==> src/shared/jsa_pkg.sv <==
/*
 * jsa_pkg: constants, states and carriers for the jog switch axis controller.
 * Assumes a 100 MHz system clock; pin groups arrive unsynchronised.
 */
`default_nettype none

package jsa_pkg;

	// ----------------------------------------------------------------
	// timing
	// ----------------------------------------------------------------
	localparam int CLK_PERIOD_NS  = 10;
	localparam int PASS_MIN_NS    = 50;
	localparam int FLT_PASS_CYC   = PASS_MIN_NS / CLK_PERIOD_NS;
	localparam int LIM_REJECT_NS  = 3000;
	localparam int LIM_REJECT_CYC = LIM_REJECT_NS / CLK_PERIOD_NS + 1;
	localparam int IDX_PASS_NS    = 150;
	localparam int IDX_PASS_CYC   = IDX_PASS_NS / CLK_PERIOD_NS;
	localparam int JOG_REJECT_MS  = 26;
	localparam int JOG_REJECT_CYC = JOG_REJECT_MS * 1000000 / CLK_PERIOD_NS + 1;
	localparam int FLT_CNT_W      = 22;

	// ----------------------------------------------------------------
	// register map (byte offsets) and commands
	// ----------------------------------------------------------------
	localparam logic [7:0] REG_CMD    = 8'h00;
	localparam logic [7:0] REG_ENV1   = 8'h04;
	localparam logic [7:0] REG_ENV2   = 8'h08;
	localparam logic [7:0] REG_ENV3   = 8'h0C;
	localparam logic [7:0] REG_MOVE   = 8'h10;
	localparam logic [7:0] REG_REMAIN = 8'h14;
	localparam logic [7:0] REG_STATUS = 8'h18;
	localparam logic [7:0] REG_SENSE  = 8'h1C;
	localparam logic [7:0] REG_SPD    = 8'h20;
	localparam logic [7:0] REG_EVENT  = 8'h24;
	localparam logic [7:0] REG_IRQEN  = 8'h28;
	localparam logic [7:0] REG_SPEED  = 8'h2C;
	localparam logic [7:0] MODE_CONT  = 8'h02;
	localparam logic [7:0] MODE_INCR  = 8'h56;
	localparam logic [7:0] CMD_STOP   = 8'h40;

	// ----------------------------------------------------------------
	// field positions
	// ----------------------------------------------------------------
	localparam int B_ELM = 3, B_ORGL = 7, B_DRL = 25, B_FLTR = 26, B_DRF = 27;
	localparam int B_EINF = 18, B_EZL = 23, B_EZD = 4;
	localparam int B_SEZ = 10, B_SDRP = 11, B_SDRM = 12;
	localparam int B_SPEL = 12, B_SMEL = 13, B_SORG = 14, B_SORGP = 15;
	localparam int B_EZC = 16, B_EV_P = 17, B_EV_M = 18, B_HS = 16, B_IRQEN = 0;

	// filter channel indices
	localparam int CH_JP = 0, CH_JM = 1, CH_EN = 2, CH_LP = 3, CH_LM = 4;
	localparam int CH_HOME = 5, CH_IDX = 6, CH_EA = 7, CH_EB = 8, CH_LPOL = 9, NCH = 10;

	typedef enum logic [3:0] {
		ST_IDLE  = 4'b0000,
		ST_WAIT  = 4'b0001,
		ST_RUN   = 4'b0010,
		ST_DECEL = 4'b0011
	} jsa_state_t;

	typedef struct packed {
		logic plus_jog_switch;
		logic minus_jog_switch;
		logic jog_port_enable_n;
		logic plus_limit_input;
		logic minus_limit_input;
		logic limit_polarity_pin;
		logic home_sensor_input;
		logic index_pulse_input;
		logic encoder_phase_a;
		logic encoder_phase_b;
	} jsa_pins_t;

	typedef struct packed {
		logic pulse;
		logic dir;
	} jsa_drive_t;

	typedef struct packed {
		logic        limit_stop_method;
		logic        home_polarity;
		logic        jog_polarity;
		logic        limit_home_filter;
		logic        jog_filter;
		logic        index_filter;
		logic        index_polarity;
		logic [3:0]  index_count_preset;
		logic        jog_change_irq_enable;
		logic        high_speed;
		logic [15:0] period;
	} jsa_cfg_t;

endpackage

`default_nettype wire

==> src/hw/jsa_axis.sv <==
/*
 * jsa_axis: one axis of jog switch motion control with input conditioning.
 * Assumes pins are asynchronous to clock and the register master follows
 * the one-cycle strobe protocol with read data one cycle later.
 */
// The implementer's own choices: strobed register access and the placing of the registers.
// Behaviour
// - continuous mode pulses while switch held
// - release keeps mode; only stop ends it
// - switches edge triggered; held at start ignored
// - opposite switch ignored while in run state
// - high speed decel stop, then reverse
// - continuous limit stop keeps mode active
// - incremental edge loads remaining from move
// - incremental stops at zero remaining
// - incremental edges accepted only while waiting
// - incremental limit stop keeps mode active
// - refuse jog toward active limit
// - home polarity bit selects logic
// - limit/home filter pass or reject
// - home sampled with each command pulse
// - index polarity; count on rising edge
// - index down-counter from preset
// - encoder/index filter selection
// - limit polarity pin selects logic
// - limit stop method immediate or decel
// - home and index status bits
// - plus and minus limit status bits
// - jog only while enable pin low
// - jog polarity bit selects logic
// - jog filter pass or reject
// - jog change sets event flags
`timescale 1ns/1ps
`default_nettype none

module jsa_axis #(
	parameter int          PERIOD_W     = 16,
	parameter logic [7:0]  DECEL_PULSES = 8'h08,
	parameter int unsigned JOG_FLT_CYC  = jsa_pkg::JOG_REJECT_CYC
) (
	input  wire logic               clock,
	input  wire logic               sys_rst,
	input  wire logic [7:0]         reg_addr,
	input  wire logic [31:0]        reg_wdata,
	input  wire logic               reg_wr,
	input  wire logic               reg_rd,
	output var  logic [31:0]        reg_rdata,
	input  wire jsa_pkg::jsa_pins_t pins,
	output var  jsa_pkg::jsa_drive_t drive
);
	import jsa_pkg::*;

	function automatic logic on_level(input logic raw, input logic positive);
		on_level = positive ? raw : ~raw;
	endfunction

	// ----------------------------------------------------------------
	// synchronisers and noise filters
	// ----------------------------------------------------------------
	logic [NCH-1:0]       raw;
	logic [NCH-1:0]       sync1;
	logic [NCH-1:0]       sync2;
	logic [NCH-1:0]       flt;
	logic [NCH-1:0]       next_flt;
	logic [FLT_CNT_W-1:0] flt_cnt [NCH];
	logic [FLT_CNT_W-1:0] next_flt_cnt [NCH];
	logic [FLT_CNT_W-1:0] thr [NCH];
	jsa_cfg_t             cfg;
	jsa_cfg_t             next_cfg;

	always_comb begin
		raw = '0;
		raw[CH_JP]   = pins.plus_jog_switch;
		raw[CH_JM]   = pins.minus_jog_switch;
		raw[CH_EN]   = pins.jog_port_enable_n;
		raw[CH_LP]   = pins.plus_limit_input;
		raw[CH_LM]   = pins.minus_limit_input;
		raw[CH_HOME] = pins.home_sensor_input;
		raw[CH_IDX]  = pins.index_pulse_input;
		raw[CH_EA]   = pins.encoder_phase_a;
		raw[CH_EB]   = pins.encoder_phase_b;
		raw[CH_LPOL] = pins.limit_polarity_pin;
		for (int i = 0; i < NCH; i++) begin
			thr[i] = FLT_CNT_W'(FLT_PASS_CYC);
		end
		if (cfg.jog_filter) begin
			thr[CH_JP] = FLT_CNT_W'(JOG_FLT_CYC);
			thr[CH_JM] = FLT_CNT_W'(JOG_FLT_CYC);
			thr[CH_EN] = FLT_CNT_W'(JOG_FLT_CYC);
		end
		if (cfg.limit_home_filter) begin
			thr[CH_LP]   = FLT_CNT_W'(LIM_REJECT_CYC);
			thr[CH_LM]   = FLT_CNT_W'(LIM_REJECT_CYC);
			thr[CH_HOME] = FLT_CNT_W'(LIM_REJECT_CYC);
		end
		if (cfg.index_filter) begin
			thr[CH_IDX] = FLT_CNT_W'(IDX_PASS_CYC);
			thr[CH_EA]  = FLT_CNT_W'(IDX_PASS_CYC);
			thr[CH_EB]  = FLT_CNT_W'(IDX_PASS_CYC);
		end
		thr[CH_LPOL] = FLT_CNT_W'(1);
		next_flt = flt;
		// a level is accepted only after it has held for thr cycles
		for (int i = 0; i < NCH; i++) begin
			next_flt_cnt[i] = '0;
			if (sync2[i] != flt[i]) begin
				if (flt_cnt[i] + 1'b1 >= thr[i]) begin
					next_flt[i] = sync2[i];
				end else begin
					next_flt_cnt[i] = flt_cnt[i] + 1'b1;
				end
			end
		end
	end

	always_ff @(posedge clock) begin
		sync1 <= raw;
		sync2 <= sync1;
		if (sys_rst) begin
			flt <= '0;
			for (int i = 0; i < NCH; i++) begin
				flt_cnt[i] <= '0;
			end
		end else begin
			flt <= next_flt;
			flt_cnt <= next_flt_cnt;
		end
	end

	// ----------------------------------------------------------------
	// input levels after polarity
	// ----------------------------------------------------------------
	logic jog_p_on, jog_m_on, enabled, lim_p_on, lim_m_on, home_on, index_on;

	always_comb begin
		jog_p_on = on_level(flt[CH_JP], cfg.jog_polarity);
		jog_m_on = on_level(flt[CH_JM], cfg.jog_polarity);
		enabled  = ~flt[CH_EN];
		lim_p_on = on_level(flt[CH_LP], ~flt[CH_LPOL]);
		lim_m_on = on_level(flt[CH_LM], ~flt[CH_LPOL]);
		home_on  = on_level(flt[CH_HOME], cfg.home_polarity);
		index_on = on_level(flt[CH_IDX], cfg.index_polarity);
	end

	// ----------------------------------------------------------------
	// configuration registers
	// ----------------------------------------------------------------
	logic [31:0] move_amount;
	logic [31:0] next_move_amount;

	always_comb begin
		next_cfg = cfg;
		next_move_amount = move_amount;
		if (reg_wr) begin
			case (reg_addr)
				REG_ENV1: begin
					next_cfg.limit_stop_method = reg_wdata[B_ELM];
					next_cfg.home_polarity     = reg_wdata[B_ORGL];
					next_cfg.jog_polarity      = reg_wdata[B_DRL];
					next_cfg.limit_home_filter = reg_wdata[B_FLTR];
					next_cfg.jog_filter        = reg_wdata[B_DRF];
				end
				REG_ENV2: begin
					next_cfg.index_filter   = reg_wdata[B_EINF];
					next_cfg.index_polarity = reg_wdata[B_EZL];
				end
				REG_ENV3:  next_cfg.index_count_preset = reg_wdata[B_EZD +: 4];
				REG_IRQEN: next_cfg.jog_change_irq_enable = reg_wdata[B_IRQEN];
				REG_SPEED: begin
					next_cfg.period     = reg_wdata[15:0];
					next_cfg.high_speed = reg_wdata[B_HS];
				end
				// software keeps this within the legal move range
				REG_MOVE:  next_move_amount = reg_wdata;
				default: ;
			endcase
		end
	end

	always_ff @(posedge clock) begin
		if (sys_rst) begin
			cfg <= '0;
			move_amount <= '0;
		end else begin
			cfg <= next_cfg;
			move_amount <= next_move_amount;
		end
	end

	// ----------------------------------------------------------------
	// edges, event flags and index counter
	// ----------------------------------------------------------------
	logic       prev_p, prev_m, prev_idx, next_prev_p, next_prev_m, next_prev_idx;
	logic [1:0] events, next_events;
	logic [3:0] idx_cnt, next_idx_cnt;
	logic       edge_p, edge_m, idx_rise;

	always_comb begin
		edge_p = jog_p_on & ~prev_p & enabled;
		edge_m = jog_m_on & ~prev_m & enabled;
		idx_rise = index_on & ~prev_idx;
		next_prev_p = jog_p_on;
		next_prev_m = jog_m_on;
		next_prev_idx = index_on;
		next_events = events;
		if (reg_wr && reg_addr == REG_EVENT) begin
			next_events = events & ~{reg_wdata[B_EV_M], reg_wdata[B_EV_P]};
		end
		// set wins over a same-cycle clear
		if (enabled && cfg.jog_change_irq_enable) begin
			next_events = next_events | {jog_m_on ^ prev_m, jog_p_on ^ prev_p};
		end
		next_idx_cnt = idx_cnt;
		// down-count; a rising edge that finds the count at zero reloads the preset
		if (reg_wr && reg_addr == REG_ENV3) begin
			next_idx_cnt = reg_wdata[B_EZD +: 4];
		end else if (idx_rise) begin
			next_idx_cnt = (idx_cnt == 4'h0) ? cfg.index_count_preset : idx_cnt - 4'h1;
		end
	end

	always_ff @(posedge clock) begin
		if (sys_rst) begin
			// start as if on, so a level seen right after reset is no edge
			prev_p <= 1'b1;
			prev_m <= 1'b1;
			prev_idx <= 1'b1;
			events <= 2'h0;
			idx_cnt <= 4'h0;
		end else begin
			prev_p <= next_prev_p;
			prev_m <= next_prev_m;
			prev_idx <= next_prev_idx;
			events <= next_events;
			idx_cnt <= next_idx_cnt;
		end
	end

	// ----------------------------------------------------------------
	// motion state machine and pulse generator
	// ----------------------------------------------------------------
	jsa_state_t          state, next_state;
	logic                run_dir, next_run_dir;
	logic                incr_mode, next_incr_mode;
	logic                pend_rev, next_pend_rev;
	logic [31:0]         remaining, next_remaining;
	logic [PERIOD_W-1:0] per_cnt, next_per_cnt, per_reload;
	logic [7:0]          decel_left, next_decel_left;
	logic                home_at_pulse, next_home_at_pulse;
	jsa_drive_t          next_drive;
	logic                tick, dir_limit, run_sw_on, cmd_wr, take_p, take_m, emit, last;

	always_comb begin
		cmd_wr = reg_wr && reg_addr == REG_CMD;
		per_reload = (cfg.period[PERIOD_W-1:0] == '0) ? '0 : cfg.period[PERIOD_W-1:0] - 1'b1;
		tick = per_cnt == '0;
		dir_limit = run_dir ? lim_p_on : lim_m_on;
		run_sw_on = (run_dir ? jog_p_on : jog_m_on) & enabled;
		// a jog toward an active limit is refused
		take_p = edge_p & ~lim_p_on;
		take_m = edge_m & ~lim_m_on & ~take_p;
		next_state = state;
		next_run_dir = run_dir;
		next_incr_mode = incr_mode;
		next_pend_rev = pend_rev;
		next_remaining = remaining;
		next_per_cnt = tick ? per_reload : per_cnt - 1'b1;
		next_decel_left = decel_left;
		emit = 1'b0;
		last = 1'b0;
		case (state)
			ST_IDLE: begin
				if (cmd_wr && (reg_wdata[7:0] == MODE_CONT || reg_wdata[7:0] == MODE_INCR)) begin
					next_state = ST_WAIT;
					next_incr_mode = reg_wdata[7:0] == MODE_INCR;
				end
			end
			// edges are taken only while waiting
			ST_WAIT: begin
				next_pend_rev = 1'b0;
				next_per_cnt = '0;
				if (take_p || take_m) begin
					next_run_dir = take_p;
					// load remaining count from the move amount
					if (incr_mode) begin
						next_remaining = move_amount;
						if (move_amount != 32'h0) begin
							next_state = ST_RUN;
						end
					end else begin
						next_state = ST_RUN;
					end
				end
			end
			// no edge is looked at in the run state
			ST_RUN: begin
				// limit stop stays inside the mode
				if (dir_limit) begin
					if (cfg.limit_stop_method) begin
						next_state = ST_DECEL;
						next_decel_left = DECEL_PULSES;
					end else begin
						next_state = ST_WAIT;
					end
				end else if (!incr_mode && !run_sw_on) begin
					next_state = cfg.high_speed ? ST_DECEL : ST_WAIT;
					next_decel_left = DECEL_PULSES;
				end else if (tick) begin
					emit = 1'b1;
				end
			end
			ST_DECEL: begin
				// reversal request is held until the stop is done
				if (!incr_mode && (run_dir ? edge_m : edge_p)) begin
					next_pend_rev = 1'b1;
				end
				if (tick) begin
					emit = 1'b1;
					next_decel_left = decel_left - 8'h01;
					last = decel_left <= 8'h01;
				end
				if (last) begin
					next_state = ST_WAIT;
					if (next_pend_rev && (run_dir ? (jog_m_on & enabled & ~lim_m_on)
						: (jog_p_on & enabled & ~lim_p_on))) begin
						next_state = ST_RUN;
						next_run_dir = ~run_dir;
						next_per_cnt = '0;
					end
				end
			end
			default: next_state = ST_IDLE;
		endcase
		if (emit && incr_mode) begin
			next_remaining = remaining - 32'h1;
			// zero ends the move, mode stays
			if (remaining == 32'h1) begin
				next_state = ST_WAIT;
			end
		end
		// the stop command alone ends the mode
		if (cmd_wr && reg_wdata[7:0] == CMD_STOP) begin
			next_state = ST_IDLE;
			next_pend_rev = 1'b0;
		end
		next_drive.pulse = emit;
		next_drive.dir = emit ? run_dir : drive.dir;
		// home is sampled with every pulse
		next_home_at_pulse = emit ? home_on : home_at_pulse;
	end

	always_ff @(posedge clock) begin
		if (sys_rst) begin
			state <= ST_IDLE;
			run_dir <= 1'b0;
			incr_mode <= 1'b0;
			pend_rev <= 1'b0;
			remaining <= '0;
			per_cnt <= '0;
			decel_left <= '0;
			home_at_pulse <= 1'b0;
			drive <= '0;
		end else begin
			state <= next_state;
			run_dir <= next_run_dir;
			incr_mode <= next_incr_mode;
			pend_rev <= next_pend_rev;
			remaining <= next_remaining;
			per_cnt <= next_per_cnt;
			decel_left <= next_decel_left;
			home_at_pulse <= next_home_at_pulse;
			drive <= next_drive;
		end
	end

	// ----------------------------------------------------------------
	// register read
	// ----------------------------------------------------------------
	logic [31:0] next_rdata;

	always_comb begin
		next_rdata = '0;
		if (reg_rd) begin
			case (reg_addr)
				REG_ENV1: begin
					next_rdata[B_ELM]  = cfg.limit_stop_method;
					next_rdata[B_ORGL] = cfg.home_polarity;
					next_rdata[B_DRL]  = cfg.jog_polarity;
					next_rdata[B_FLTR] = cfg.limit_home_filter;
					next_rdata[B_DRF]  = cfg.jog_filter;
				end
				REG_ENV2: begin
					next_rdata[B_EINF] = cfg.index_filter;
					next_rdata[B_EZL]  = cfg.index_polarity;
				end
				REG_ENV3:   next_rdata[B_EZD +: 4] = cfg.index_count_preset;
				REG_MOVE:   next_rdata = move_amount;
				REG_REMAIN: next_rdata = remaining;
				REG_STATUS: begin
					next_rdata[3:0]    = state;
					next_rdata[B_SEZ]  = index_on;
					next_rdata[B_SDRP] = jog_p_on;
					next_rdata[B_SDRM] = jog_m_on;
				end
				REG_SENSE: begin
					next_rdata[B_SPEL]  = lim_p_on;
					next_rdata[B_SMEL]  = lim_m_on;
					next_rdata[B_SORG]  = home_on;
					next_rdata[B_SORGP] = home_at_pulse;
				end
				REG_SPD: begin
					next_rdata[B_EZC +: 4] = idx_cnt;
					next_rdata[1:0] = {flt[CH_EB], flt[CH_EA]};
				end
				REG_EVENT: begin
					next_rdata[B_EV_P] = events[0];
					next_rdata[B_EV_M] = events[1];
				end
				REG_IRQEN: next_rdata[B_IRQEN] = cfg.jog_change_irq_enable;
				REG_SPEED: next_rdata = {15'h0000, cfg.high_speed, cfg.period};
				default:   next_rdata = '0;
			endcase
		end
	end

	always_ff @(posedge clock) begin
		if (sys_rst) begin
			reg_rdata <= '0;
		end else begin
			reg_rdata <= next_rdata;
		end
	end
endmodule // jsa_axis

`default_nettype wire

==> config.mk <==
export PLATFORM = sky130hd
export DESIGN_NAME = jsa_axis
export DESIGN_NICKNAME = d
export VERILOG_FILES = /design/src/shared/jsa_pkg.sv /design/src/hw/jsa_axis.sv
export SDC_FILE = /design/constraint.sdc
export NUM_CORES = 1
export LEC_CHECK = 0
export BUFFER_PORTS_ARGS = -buffer_cell sky130_fd_sc_hd__buf_2
export CAP_MARGIN = 20
export CORE_MARGIN = 2
export CORE_UTILIZATION = 47
export CTS_CLUSTER_SIZE = 28
export DETAILED_ROUTE_END_ITERATION = 6
export SLEW_MARGIN = 10
export SYNTH_ARGS = -nofsm -noshare
export SYNTH_HDL_FRONTEND = slang
export SYNTH_SLANG_ARGS = --single-unit
==> constraint.sdc <==
create_clock -name clock -period 4.62 [get_ports clock]
set_input_delay 0.693 -clock clock [delete_from_list [all_inputs] [get_ports clock]]
set_output_delay 0.693 -clock clock [all_outputs]
set_load 0.05 [all_outputs]
======== Yosys cells after proc, flatten, opt, wreduce, memory -nomap -nowiden ========
Index checks and enable logic that the tools add are counted.
cells by class
  bitwise operators ....................... 43
  eq/ne operators ......................... 34
  add/sub/neg operators ................... 15
  reductions and logical operators ........ 58
  magnitude comparators ................... 11
  multiplexer cells ....................... 77
operators with widths
  operator                                                                number
  22-bit by 1-bit adder with 22-bit output, second input constant         10
  22-bit >= comparator                                                    9
  32-bit 2-to-1 mux                                                       4
  66-bit 2-to-1 mux                                                       1
  16-bit 2-to-1 mux                                                       4
  53-bit 2-to-1 mux                                                       1
  4-bit 2-to-1 mux                                                        12
  48-bit 2-to-1 mux                                                       1
  2-bit AND reduction                                                     17
  32-bit by 1-bit equality test with 1-bit output, second input constant  1
  8-bit by 5-bit equality test with 1-bit output, second input constant   4
  8-bit by 6-bit equality test with 1-bit output, second input constant   4
  16-bit zero test                                                        2
  8-bit 2-to-1 mux                                                        4
  16-bit one-hot mux with 2 select lines                                  1
  32-bit nonzero test                                                     1
  16-bit by 1-bit subtractor with 16-bit output, second input constant    2
  32-bit by 1-bit subtractor with 32-bit output, second input constant    1
  3-bit OR reduction                                                      10
  1-bit NOT                                                               25
  1-bit one-hot mux with 5 select lines                                   5
  3-bit one-hot mux with 4 select lines                                   2
  22-bit by 1-bit >= comparator with 1-bit output, second input constant  1
  1-bit 2-to-1 mux                                                        20
  38 further kinds                                                        96
word-level totals
  register bits ........................... 418
  logic and storage cells ................. 288

======== Longest topological paths before layout ========
  depth after elaboration ................. 14
  gate-level depth with buffers ........... 15
  depth with buffers taken out ............ 14

======== Worst setup path after synthesis ========
OpenSTA, ideal clock, no wires.
  kind .................................... reg-to-reg
  start ................................... register flt_cnt[154] in the netlist's numbering
  end ..................................... register flt_cnt[168] in the netlist's numbering
  stages on the path, launching flop included .. 16
  data arrival time ....................... 3.308 ns
  setup slack ............................. 1.241 ns
  setup time .............................. 0.071 ns
  required time ........................... 4.549 ns
  path through ............................ dfxtp_1 > ha_1 > inv_1 > or2_2 > clkbuf_1 > or2_2 > nor2b_1 > xor2_1 > ha_1 > a21o_1 > a21oi_1 > o211ai_1 > o311ai_1 > nand4_1 > clkbuf_1 > a21oi_1
between the ends
  longest elaborated chain between the ends .. 3
ends and longest elaborated chain
  item                                          RTL line                          RTL
  start: declaration                            jsa_axis.sv:65                    logic [FLT_CNT_W-1:0] flt_cnt [NCH];
  start signal: assignment                      jsa_axis.sv:126                   flt_cnt <= next_flt_cnt;
  22-bit by 1-bit adder with 22-bit output (*)  jsa_axis.sv:107, jsa_axis.sv:110
  22-bit >= comparator                          jsa_axis.sv:107                   if (flt_cnt[i] + 1'b1 >= thr[i]) begin
  3-bit OR reduction (no source line)           --
Every way passes the cells marked *; elsewhere a longest branch is shown, timed or not.
A chain may end at the register's enable or synchronous reset.

======== Final worst setup path ========
  start ................................... register flt_cnt[176] in the netlist's numbering
  end ..................................... register flt_cnt[195] in the netlist's numbering
Same word-level chain as after synthesis.

==> flow_summary.json <==
{
  "outcome": "finished, final reports clean",
  "post_cts_buffers": 0,
  "period_minus_slack_ns": 4.14,
  "clk_latency_ns": 0.59,
  "path_cells": "ha_1 -> nand4_1 -> nor2_1 -> nand2_1 -> nor2_1 -> xor2_1 -> ha_1 -> a21o_1 -> a21o_1 -> a21oi_1 -> o21ai_0 -> o21a_1 -> or4b_1 -> nor2_1",
  "tns_ns": 0,
  "yosys_warnings": 0,
  "holdBufCountCts": 0,
  "slew_viol_final": 0,
  "initial_core_util_pct": 47.7,
  "reg2regPathDepth": 14,
  "placed_area_um2": 21300,
  "rows": 75,
  "ir_drop_mv": 0.275,
  "cts_sinks": 418,
  "clk_path_buf_depth": 3,
  "clk_pin_slew_ns": 0.06,
  "dieArea_um2": 44200,
  "avgRoutedWirePerCell_um": 16.5,
  "top_usage_layer": "met2",
  "rsz0062_at_grt": "false",
  "synth-main-ff-cell": "dfxtp_1",
  "grt-ovfl-total": 0,
  "finalSetupViolCount": 0,
  "pin_count": 88,
  "min_period_over_period_pct": 89.7,
  "grt_use_met3_pct": 3.25,
  "fill_cells": 3920,
  "crit_top_cell": "nor2_1",
  "layout-drive-gt1-share_pct": 9.46,
  "cp.required_ns": 5.11,
  "worst_pin_slew_ns": 1.10,
  "port_buffers": 87,
  "final_hold_viol_count": 0,
  "fin_skew_ns": 0.0270,
  "critical_path.top_delay_family": "simple AND/OR/NAND/NOR gates",
  "timing.rr.start": "flt_cnt[176]$_SDFF_PP0_",
  "core_area_um2": 41900,
  "dr.pass1.iters": 7,
  "power_density_nw_per_um2": 363,
  "cts_buffers": 47,
  "htree_levels": 2,
  "drt_iter0_markers": 1438,
  "netlist_area_um2": 20000,
  "grtUsageMet2_pct": 35.4,
  "crit_slowest_cell": "or4b_1",
  "die_h_um": 210,
  "grt_max_degree": 43,
  "wl_um": 50600,
  "cp_num_cells": 14,
  "place_congestion": 0.923,
  "viasPerCell": 5.58,
  "start_kind": "flip-flop",
  "ys_seq_elements": 418,
  "grtUsageTotal_pct": 22.7,
  "path_class": "flip-flop to flip-flop",
  "antenna_found_initial": 5,
  "ys_seq_area_share_pct": 41.9,
  "cp-startpoint": "flt_cnt[176]$_SDFF_PP0_",
  "finalInstanceArea_um2": 23000,
  "cts_root_buf": "clkbuf_16",
  "synthCells": 2308,
  "synthDistinctLibCells": 88,
  "ant_nets": 0,
  "dp_hpwl_um": 36500,
  "avgSynthCellArea_um2": 8.66,
  "grtUsageMet1_pct": 31.7,
  "end_kind": "flip-flop",
  "cap_viol_max_count": 0,
  "regArea_um2": 8370,
  "worstPathArrival_ns": 4.63,
  "ys_async_sr_fraction_pct": 0,
  "crit_fanout": 21,
  "min_from": "pins[1]",
  "multi_input_area_um2": 11500,
  "cts_tree": "yes",
  "grt_pass1_vias": 16000,
  "dieWidth_um": 210,
  "worst-path-buf-inv": 0,
  "hold_depth": 1,
  "slew_headroom_pct": 26.1,
  "critPathMaxStageDelay_ns": 0.87,
  "area_growth_pct": 14.8,
  "cts_resized": 0,
  "fmax_mhz": 241,
  "leakage_nw": 8.84,
  "num_vias": 17100,
  "drc": 0,
  "nets": 2619,
  "synth_edf_count": 0,
  "grt_pass1_wl_um": 81800,
  "worst_hold_path_type": "primary input to flip-flop"
}
[where the power goes]
group,internal (mW),switching (mW)
combinational,0.259,0.380
sequential,3.72,0.104
clock,2.36,1.50
total,6.34,1.98
[sequential cells by signal, summed over array words and instances (netlist names)]
register	count
state	4
idx_cnt	4
events	2
prev_p	1
incr_mode	1
run_dir	1
flt_cnt	220
remaining	32
per_cnt	16
prev_idx	1
decel_left	8
home_at_pulse	1
pend_rev	1
prev_m	1
reg_rdata	32
flt	10
sync2	10
move_amount	32
drive	2
sync1	10
cfg	29
[synth_stat cells (all sizes together) (10+ instances only)]
cell type  count  area share [%]
mux2          18             1.0
o21a          11            0.41
clkbuf        75             1.4
nand3        113             2.8
a222oi        12            0.60
and3          37             1.2
and2          19            0.60
or3           32             1.0
ha            74             4.6
xnor2         92             4.0
and4          10            0.44
nor2b         54             1.7
nor4          55             1.8
o21ai         37            0.93
a21oi        132             3.3
xor2          85             3.7
nand4         55             1.7
o211ai        21            0.79
nor2         251             4.7
nand2b        23            0.72
or4           12            0.51
a31oi         29            0.91
a22oi         14            0.53
or2           13            0.41
nor3          79             2.1
inv           58             1.1
nand2        242             4.6
a211oi        18            0.68
mux2i         50             2.5
dfxtp        418              42
a21o          14            0.53
[per-layer routing]
metal	wire length, µm	vias up
met3	3240	97
li1	-	8558
met2	21900	488
met5	34	-
met1	23900	7967
met4	1550	6
[path summary, 6_finish.rpt]
kind / endpoint / slack, ns
worst max register to register: flt_cnt[195]$_SDFF_PP0_ / 0.48
worst min register to register: sync2[6]$_DFF_P_ / 0.32
worst max-delay path: flt_cnt[195]$_SDFF_PP0_ / 0.48
worst min-delay path: sync1[7]$_DFF_P_ / 0.21
[worst reg2reg max path, cell delays in order (launching register included)]
cell and delay [ns]:
dfxtp_1 0.44, ha_1 0.28, nand4_1 0.30, nor2_1 0.40
nand2_1 0.13, nor2_1 0.14, xor2_1 0.21, ha_1 0.28
a21o_1 0.18, a21o_1 0.17, a21oi_1 0.15, o21ai_0 0.10
o21a_1 0.20, or4b_1 0.87, nor2_1 0.23
[layout by cell type, fill, tap and decap left out, types with 18 or more instances in the layout]
cell type  Yosys  routed
nor3_1        77      77
buf_2          5      86
nor2_1       251     251
a21oi_1      131     131
conb_1         1     115
or3_1         29      29
o211ai_1      21      21
nand4_1       55      55
xnor2_1       92      92
ha_1          74      74
and2_1        18      18
nand2b_1      23      23
nand3_1      113     113
xor2_1        85      85
nand2_1      241     241
inv_1         57      57
o21ai_0       37      37
a211oi_1      18      18
and3_1        37      37
dfxtp_1      418     418
nor4_1        51      51
nor2b_1       54      54
clkbuf_16      0      48
mux2i_1       50      50
a31oi_1       29      29
[area by class of cell]
| cell class | count | area share (%) |
|---|---|---|
| diodes | 2 | 0.0218 |
| flip-flops and latches | 418 | 36.5 |
| clock inverters | 18 | 1.03 |
| well taps | 539 | 2.94 |
| clock buffers | 66 | 6.01 |
| inverters | 58 | 0.948 |
| repair buffers | 103 | 2.43 |
| multi-input cells | 1863 | 50.2 |
[logic make-up after synthesis]
kind of cell	synth area share, %
XOR/XNOR	7.75
other	0.0188
flip-flops	41.9
buffers and inverters	2.70
multiplexers	3.54
adder cells (fa/ha/maj)	4.63
AND/OR/NAND/NOR	25.9
AO/OA/AOI/OAI	13.6
[per-stage QoR]
step | total power [mW] | worst slack (ns) | utilization [%] | std cells | hold WS (ns)
2_1_floorplan | 4.36 | 1.24 | - | 2422 | 0.310
3_3_place_gp | 4.52 | 0.666 | 50.9 | 2981 | 0.311
3_5_place_dp | 4.53 | 0.534 | 50.9 | 2981 | 0.314
4_1_cts | 8.42 | 0.454 | 54.7 | 3065 | 0.173
5_1_grt | 8.66 | 0.111 | 54.7 | 3067 | 0.181
6_report | 8.32 | 0.478 | 54.7 | 3067 | 0.209
Note: power is estimated with default switching activity, not from simulation.
